## config.mk

```make
export PLATFORM = sky130hd
export DESIGN_NAME = tosc_core
export DESIGN_NICKNAME = d
export VERILOG_FILES = /design/src/rtl/tosc_pkg.sv /design/src/rtl/tosc_dither.sv /design/src/rtl/tosc_core.sv
export VERILOG_INCLUDE_DIRS = /design/src /design/src/rtl
export SDC_FILE = /design/constraint.sdc
export NUM_CORES = 2
export LEC_CHECK = 0
export BUFFER_PORTS_ARGS = -buffer_cell sky130_fd_sc_hd__buf_2
export CAP_MARGIN = 20
export CORE_UTILIZATION = 65
export DETAILED_ROUTE_END_ITERATION = 6
export PLACE_DENSITY = 0.83
export SLEW_MARGIN = 5
export SYNTH_ARGS = -nofsm -noshare
export SYNTH_HDL_FRONTEND = slang
export SYNTH_SLANG_ARGS = --single-unit
```

## constraint.sdc

```tcl
create_clock -name clock -period 37.3 [get_ports clock]
set_clock_uncertainty 0.1 [all_clocks]
set_input_delay 7.46 -clock clock [delete_from_list [all_inputs] [get_ports clock]]
set_output_delay 7.46 -clock clock [all_outputs]
set_load 0.1 [all_outputs]
```

## src/rtl/tosc_params.svh

```systemverilog
// Constants for the tuning oscillator block: offsets, fields, resets, widths
// Behaviour
// - Control bit 2 enables phase dither
// - Control bit 1 enables amplitude dither
// - Control bit 0 runs 32-bit oscillator
// - Disabled: bypass data, oscillator held idle
// - Tuning word signed, bytes 0x11e..0x121
// - Start phase loaded on start or sync
`ifndef TOSC_PARAMS_SVH
`define TOSC_PARAMS_SVH
`define TOSC_ADDR_W 10
`define TOSC_OFF_CTRL 10'h11d
`define TOSC_OFF_TW0 10'h11e
`define TOSC_OFF_TW1 10'h11f
`define TOSC_OFF_TW2 10'h120
`define TOSC_OFF_TW3 10'h121
`define TOSC_OFF_PH_LO 10'h122
`define TOSC_OFF_PH_HI 10'h123
`define TOSC_BIT_EN 0
`define TOSC_BIT_ADITH 1
`define TOSC_BIT_PDITH 2
`define TOSC_CTRL_MASK 8'h07
`define TOSC_RST_BYTE 8'h00
`define TOSC_LFSR_SEED 16'hace1
`endif

```

## src/rtl/tosc_pkg.sv

```systemverilog
// Types shared by the tuning oscillator block
`default_nettype none
package tosc_pkg;
   typedef enum logic [1:0] {
      TOSC_OFF = 2'b00,
      TOSC_RUN = 2'b01
   } tosc_state_e;
   typedef struct packed {
      logic phase_dither;
      logic amp_dither;
      logic enable;
   } tosc_ctrl_s;
   typedef struct packed {
      logic valid;
      logic signed [15:0] i;
      logic signed [15:0] q;
   } tosc_sample_s;
endpackage
`default_nettype wire

```

## src/rtl/tosc_dither.sv

```systemverilog
// Pseudo-random dither source for the tuning oscillator
`timescale 1ns/1ps
`default_nettype none
`include "tosc_params.svh"
module tosc_dither
   import tosc_pkg::*;
(
   input wire logic clock,
   input wire logic rst_n,
   input wire logic run,
   output logic [15:0] noise
);
   logic [15:0] lfsr_r;
   logic [15:0] lfsr_nxt;

   // Galois LFSR, stepped only while running to save power
   always_comb
   begin
      lfsr_nxt = lfsr_r;
      if (run)
      begin
         lfsr_nxt = {1'b0, lfsr_r[15:1]} ^ (lfsr_r[0] ? 16'hb400 : 16'h0000);
      end
   end

   always_ff @(posedge clock or negedge rst_n)
   begin
      if (!rst_n)
         lfsr_r <= `TOSC_LFSR_SEED;
      else
         lfsr_r <= lfsr_nxt;
   end

   assign noise = lfsr_r;
endmodule // tosc_dither
`default_nettype wire

```

## src/rtl/tosc_core.sv

```systemverilog
// Register-programmed tuning oscillator with mixer and bypass
`timescale 1ns/1ps
`default_nettype none
`include "tosc_params.svh"
module tosc_core
   import tosc_pkg::*;
(
   input wire logic clock,
   input wire logic rst_n,
   input wire logic sample_en,
   input wire logic reg_wr,
   input wire logic [`TOSC_ADDR_W-1:0] reg_addr,
   input wire logic [7:0] reg_wdata,
   output logic [7:0] reg_rdata,
   input wire logic sync_event,
   input wire logic signed [15:0] data_in,
   output logic signed [15:0] i_out,
   output logic signed [15:0] q_out,
   output logic out_valid,
   output logic [31:0] phase_acc
);
   // Register file, oscillator state, output stage and datapath nets
   tosc_ctrl_s ctrl_r, ctrl_nxt;
   logic [31:0] tuning_word_r, tuning_word_nxt;
   logic [15:0] start_phase_word_r, start_phase_word_nxt;
   logic [7:0] rdata_r, rdata_nxt;
   tosc_state_e state_r, state_nxt;
   logic [31:0] acc_r, acc_nxt;
   tosc_sample_s out_r, out_nxt;
   logic [15:0] noise;
   logic [31:0] dith_phase;
   logic [15:0] ph_idx;
   logic signed [15:0] cos_v, sin_v;
   logic signed [15:0] mix_i, mix_q;
   logic osc_run;

   // Quarter-wave-free triangle approximation keeps area small; spurs higher than a ROM
   function automatic logic signed [15:0] tri_wave(input logic [15:0] p);
      logic [15:0] t;
      t = p[14] ? ~{p[13:0], 2'b00} : {p[13:0], 2'b00};
      tri_wave = p[15] ? -$signed({1'b0, t[15:1]}) : $signed({1'b0, t[15:1]});
   endfunction

   function automatic logic signed [15:0] mul_q15(input logic signed [15:0] a,
                                                 input logic signed [15:0] b);
      logic signed [31:0] prod;
      prod = a * b;
      mul_q15 = prod[30:15];
   endfunction

   // Amplitude dither: one noise bit as a signed LSB, zero when off
   function automatic logic signed [15:0] dith_lsb(input logic en_v, input logic nb);
      dith_lsb = en_v ? $signed({15'h0000, nb}) : 16'sh0000;
   endfunction

   // Noise source idles with the oscillator, so a disabled block does not toggle
   assign osc_run = (state_r == TOSC_RUN);
   tosc_dither tosc_dither_inst (
      .clock(clock),
      .rst_n(rst_n),
      .run(osc_run),
      .noise(noise)
   );

   // Register writes and read mux
   always_comb
   begin
      ctrl_nxt = ctrl_r;
      tuning_word_nxt = tuning_word_r;
      start_phase_word_nxt = start_phase_word_r;
      if (reg_wr)
      begin
         unique case (reg_addr)
            `TOSC_OFF_CTRL: ctrl_nxt = tosc_ctrl_s'(reg_wdata[2:0]);
            `TOSC_OFF_TW0: tuning_word_nxt[7:0] = reg_wdata;
            `TOSC_OFF_TW1: tuning_word_nxt[15:8] = reg_wdata;
            `TOSC_OFF_TW2: tuning_word_nxt[23:16] = reg_wdata;
            `TOSC_OFF_TW3: tuning_word_nxt[31:24] = reg_wdata;
            `TOSC_OFF_PH_LO: start_phase_word_nxt[7:0] = reg_wdata;
            `TOSC_OFF_PH_HI: start_phase_word_nxt[15:8] = reg_wdata;
            default: ;
         endcase
      end
   end

   always_ff @(posedge clock or negedge rst_n)
   begin
      if (!rst_n)
      begin
         ctrl_r <= tosc_ctrl_s'(3'h0);
         tuning_word_r <= 32'h00000000;
         start_phase_word_r <= 16'h0000;
      end
      else
      begin
         ctrl_r <= ctrl_nxt;
         tuning_word_r <= tuning_word_nxt;
         start_phase_word_r <= start_phase_word_nxt;
      end
   end

   // Read data registered, so a read answers one cycle after its address
   always_comb
   begin
      unique case (reg_addr)
         `TOSC_OFF_CTRL: rdata_nxt = {5'h00, ctrl_r}; // Bits 7:3 reserved, read 0
         `TOSC_OFF_TW0: rdata_nxt = tuning_word_r[7:0];
         `TOSC_OFF_TW1: rdata_nxt = tuning_word_r[15:8];
         `TOSC_OFF_TW2: rdata_nxt = tuning_word_r[23:16];
         `TOSC_OFF_TW3: rdata_nxt = tuning_word_r[31:24];
         `TOSC_OFF_PH_LO: rdata_nxt = start_phase_word_r[7:0];
         `TOSC_OFF_PH_HI: rdata_nxt = start_phase_word_r[15:8];
         default: rdata_nxt = 8'h00;
      endcase
   end

   always_ff @(posedge clock or negedge rst_n)
   begin
      if (!rst_n)
         rdata_r <= `TOSC_RST_BYTE;
      else
         rdata_r <= rdata_nxt;
   end

   // Phase accumulator: start or sync loads start phase into the top bits
   always_comb
   begin
      state_nxt = state_r;
      acc_nxt = acc_r;
      unique case (state_r)
         TOSC_OFF:
         begin
            acc_nxt = 32'h00000000;
            if (ctrl_r.enable)
            begin
               state_nxt = TOSC_RUN;
               acc_nxt = {start_phase_word_r, 16'h0000};
            end
         end
         TOSC_RUN:
         begin
            if (!ctrl_r.enable)
            begin
               state_nxt = TOSC_OFF;
               acc_nxt = 32'h00000000;
            end
            else if (sync_event)
            begin
               acc_nxt = {start_phase_word_r, 16'h0000};
            end
            else if (sample_en)
            begin
               acc_nxt = acc_r + tuning_word_r; // wraps mod 2^32
            end
         end
         default:
         begin
            state_nxt = TOSC_OFF;
            acc_nxt = 32'h00000000;
         end
      endcase
   end

   always_ff @(posedge clock or negedge rst_n)
   begin
      if (!rst_n)
      begin
         state_r <= TOSC_OFF;
         acc_r <= 32'h00000000;
      end
      else
      begin
         state_r <= state_nxt;
         acc_r <= acc_nxt;
      end
   end

   // Phase dither perturbs bits below the lookup index
   assign dith_phase = ctrl_r.phase_dither ? acc_r + {16'h0000, noise} : acc_r;
   assign ph_idx = dith_phase[31:16];
   assign cos_v = tri_wave(ph_idx + 16'h4000);
   assign sin_v = tri_wave(ph_idx);

   // Mixed products; the bypass path never sees dither
   assign mix_i = mul_q15(data_in, cos_v) + dith_lsb(ctrl_r.amp_dither, noise[0]);
   assign mix_q = mul_q15(data_in, -sin_v) + dith_lsb(ctrl_r.amp_dither, noise[1]);

   // Mixer, or bypass when disabled; amplitude dither adds an LSB of noise
   always_comb
   begin
      out_nxt = out_r;
      if (sample_en)
      begin
         out_nxt.valid = 1'b1;
         if (state_r != TOSC_RUN)
         begin
            out_nxt.i = data_in;
            out_nxt.q = 16'sh0000;
         end
         else
         begin
            out_nxt.i = mix_i;
            out_nxt.q = mix_q;
         end
      end
      else
      begin
         out_nxt.valid = 1'b0;
      end
   end

   always_ff @(posedge clock or negedge rst_n)
   begin
      if (!rst_n)
         out_r <= '0;
      else
         out_r <= out_nxt;
   end

   assign reg_rdata = rdata_r;
   assign i_out = out_r.i;
   assign q_out = out_r.q;
   assign out_valid = out_r.valid;
   assign phase_acc = acc_r;
endmodule // tosc_core
`default_nettype wire

```

==> impl_metrics.toml <==
[routing]
drt_pass1_iterations = 6
initialDrtViolationCount = 2069
wl_per_cell_um = 20.13
num_vias = 23150
drc = 0
vias_per_cell = 6.064
ant_nets = 0
wl_um = 76820

[worst_setup_path]
worstPathMaxFanout = 33
endpoint = "q_out[15]$_DFFE_PN0P_"
r2r_end = "q_out[15]$_DFFE_PN0P_"
critPathCaptureType = "flop"
reg2reg_from = "phase_acc[22]$_DFFE_PN0P_"
cp-start-kind = "primary input"
critPathArrivalTime_ns = 16.49
rr_worst_depth = 38
reg2reg_slack_ns = 22.73
worstPathRequired_ns = 37.55
cp-startpoint = "data_in[5]"
criticalPathCategory = "primary input to flop"

[clock_tree]
worstSkewPairLatency_ns = 0.48
clock-sinks = 141
cts_buffers = 17
root_buffer = "clkbuf_16"
path_clk_slew_ns = 0.07
cts_max_level = 4
cts_resized = 0
cts_setup_buffers = 0
cts_tree = "done"
cts_buffer_depth = 2
hold_buffers = 0

[yosys]
syn-cell-area_um2 = 29010
synthFlopType = "dfrtp_1"
synth.distinct_cells = 96
synthArstFlopShare = 1.000
syn-mean-instance-area_um2 = 9.147
synthesis.nets = 3927
synth-seq-cells = 141
netlist_instances = 3171
yosysSeqAreaShare = 0.1220
yosysWarningCount = 0
synth_edf_count = 0

[power]
irDropWorstVdd_uv = 217.8
powerDensity_nw_per_um2 = 90.00
leakagePower_nw = 15.88

[sta]
slew_headroom = 0.2992
fmax_mhz = 61.58
fin_crit_ns = 16.24
setup_viol = 0
holdWs_ns = 0.4024
slew_viol_final = 0
tns_ns = 0
rsz0062_at_grt = "no"
worst_pin_slew_ns = 1.049
hold_viol_final = 0
post-route-period-util = 0.4354

[status]
outcome = "complete, no violations"

[placed_design]
routabilityCongestion = 0.9215
portBuffers = 111
hpwl_um = 59350

[finish]
multi_input_area_um2 = 22680
register_area_um2 = 3540
antennaDiodeCount = 0
n_fill_cell = 3416
area_delta_synth_final_pct = 6.013
drive_above_1_share = 0.09519
fin_nets = 3968

[floorplan]
die_h_um = 213.2
core_area_um2 = 44120
io_pins = 112
dieArea_um2 = 45470
fp.dieW_um = 213.2
num_rows = 77
start_util = 0.6574

[global_routing]
grt_usage = 0.3618
grt_pass1_vias = 24800
grt_max_degree = 84
overflow = 0
grt_first_pass_wirelength_um = 126600
grt_antenna_before_repair = 0

[flow_run]
drv_cap = 0

[worst_hold_path]
hold_path_class = "flop to flop"
[state kept, by name, indices dropped and copies added, names as in the netlist]
register                cells
ctrl_r                      3
i_out                      16
out_valid                   1
phase_acc                  32
q_out                      16
reg_rdata                   8
start_phase_word_r         16
state_r                     1
tosc_dither_inst.noise     16
tuning_word_r              32
[cell families after synthesis]
logic type	Yosys count	synth area share
XOR/XNOR	161	0.05181
adder cells (fa/ha/maj)	718	0.4419
multiplexers	87	0.03321
AND/OR/NAND/NOR	937	0.1606
AO/OA/AOI/OAI	387	0.09365
flip-flops	141	0.1220
buffers and inverters	740	0.09688
[placed cells by master, fill, tap and decap left out, types with 10 or more instances in the layout]
master / n
inv_1: 601
fa_1: 511
nand2_1: 385
ha_1: 206
and2_1: 185
dfrtp_1: 132
buf_2: 110
nor2_1: 106
xnor2_1: 102
a21oi_1: 83
mux2_2: 74
o21ai_0: 57
xor2_1: 50
buf_4: 46
nand3_1: 44
nor3_1: 39
a21o_1: 30
nand2b_1: 27
or3_1: 24
and3_1: 23
a22oi_1: 23
a31oi_1: 18
a22o_1: 18
clkbuf_16: 17
nand4_1: 16
o22ai_1: 16
nor4_1: 16
o21bai_1: 15
o31ai_1: 14
mux2i_1: 13
o21a_1: 12
nor2b_1: 11
a211oi_1: 10
or2_2: 10
[area by class of cell]
type | count | area share
clock buffers | 17 | 0.01383
clock inverters | 15 | 0.005330
inverters | 603 | 0.07365
multi-input cells | 2290 | 0.7376
flip-flops and latches | 141 | 0.1151
well taps | 592 | 0.02409
repair buffers | 159 | 0.03035
[Yosys cell counts (11+ instances only)]
library cell | instances | area share
a21o_1 | 30 | 0.0078
a21oi_1 | 83 | 0.014
a22o_1 | 18 | 0.0054
a22oi_1 | 23 | 0.0060
a31oi_1 | 18 | 0.0039
and2_1 | 185 | 0.040
and3_1 | 23 | 0.0050
clkbuf_1 | 119 | 0.015
dfrtp_1 | 133 | 0.11
fa_1 | 511 | 0.35
ha_1 | 206 | 0.089
inv_1 | 601 | 0.078
mux2_2 | 74 | 0.029
mux2i_1 | 13 | 0.0045
nand2_1 | 385 | 0.050
nand2b_1 | 27 | 0.0058
nand3_1 | 44 | 0.0076
nand4_1 | 16 | 0.0035
nor2_1 | 106 | 0.014
nor2b_1 | 11 | 0.0024
nor3_1 | 39 | 0.0067
nor4_1 | 16 | 0.0035
o21a_1 | 12 | 0.0031
o21ai_0 | 57 | 0.0098
o21bai_1 | 15 | 0.0039
o22ai_1 | 16 | 0.0035
o31ai_1 | 14 | 0.0036
or3_1 | 24 | 0.0052
xnor2_1 | 104 | 0.031
xor2_1 | 50 | 0.015
[per-stage QoR]
stage	std cells	total power, mW	utilization	area, um^2	worst slack, ns
6_report	3817	2.768	0.6969	30750	21.06
2_1_floorplan	3171	2.068	-	29010	21.82
4_1_cts	3816	2.733	0.6966	30740	21.22
5_1_grt	3817	3.039	0.6969	30750	20.60
3_5_place_dp	3784	2.538	0.6832	30150	20.74
3_3_place_gp	3783	2.410	0.6830	30140	20.97
[per-layer routing]
metal,global-route usage,vias to the layer above,part of all wire
li1,-,10160,-
met1,0.4552,11630,0.38
met2,0.6091,1100,0.49
met3,0.06413,258,0.082
met4,0.1672,0,0.047
met5,0,-,0
[how the worst min path moves through the flow]
| stage | start | end | depth (start not counted) |
|---|---|---|---|
| 6_report | i_out[15]$_DFFE_PN0P_ | i_out[15]$_DFFE_PN0P_ | 2 |
| 5_1_grt | i_out[11]$_DFFE_PN0P_ | i_out[11]$_DFFE_PN0P_ | 1 |
| 4_1_cts | i_out[15]$_DFFE_PN0P_ | i_out[15]$_DFFE_PN0P_ | 2 |
| 3_5_place_dp | i_out[15]$_DFFE_PN0P_ | i_out[15]$_DFFE_PN0P_ | 2 |
| 3_3_place_gp | i_out[6]$_DFFE_PN0P_ | i_out[6]$_DFFE_PN0P_ | 2 |
| 2_1_floorplan | tosc_dither_inst.noise[10]$_DFFE_PN1P_ | tosc_dither_inst.noise[10]$_DFFE_PN1P_ | 2 |
[report_power, final]
group | switching, mW | internal, mW
clock network | 0.0885 | 0.0897
logic | 1.38 | 1.01
registers | 0.0163 | 0.182
total | 1.49 | 1.28
[critical path, stage by stage]
cell,delay [ns]
buf_2,0.61
and2_1,0.26
fa_1,0.43
inv_1,0.10
fa_1,0.40
inv_1,0.08
ha_1,0.14
inv_1,0.05
fa_1,0.46
fa_1,0.50
fa_1,0.51
inv_1,0.05
ha_1,0.28
nand2_1,0.13
nor4_2,0.38
nand4_1,0.18
a2111oi_2,0.48
a211oi_2,0.23
nor4_2,0.61
nor4_1,0.16
nor4b_1,0.51
or4b_4,0.55
or4b_1,0.65
or4b_1,0.54
o2bb2ai_1,0.22
a2bb2oi_2,0.17
xnor2_1,0.08
a31o_1,0.22
Power figures use the tool's default switching activity.
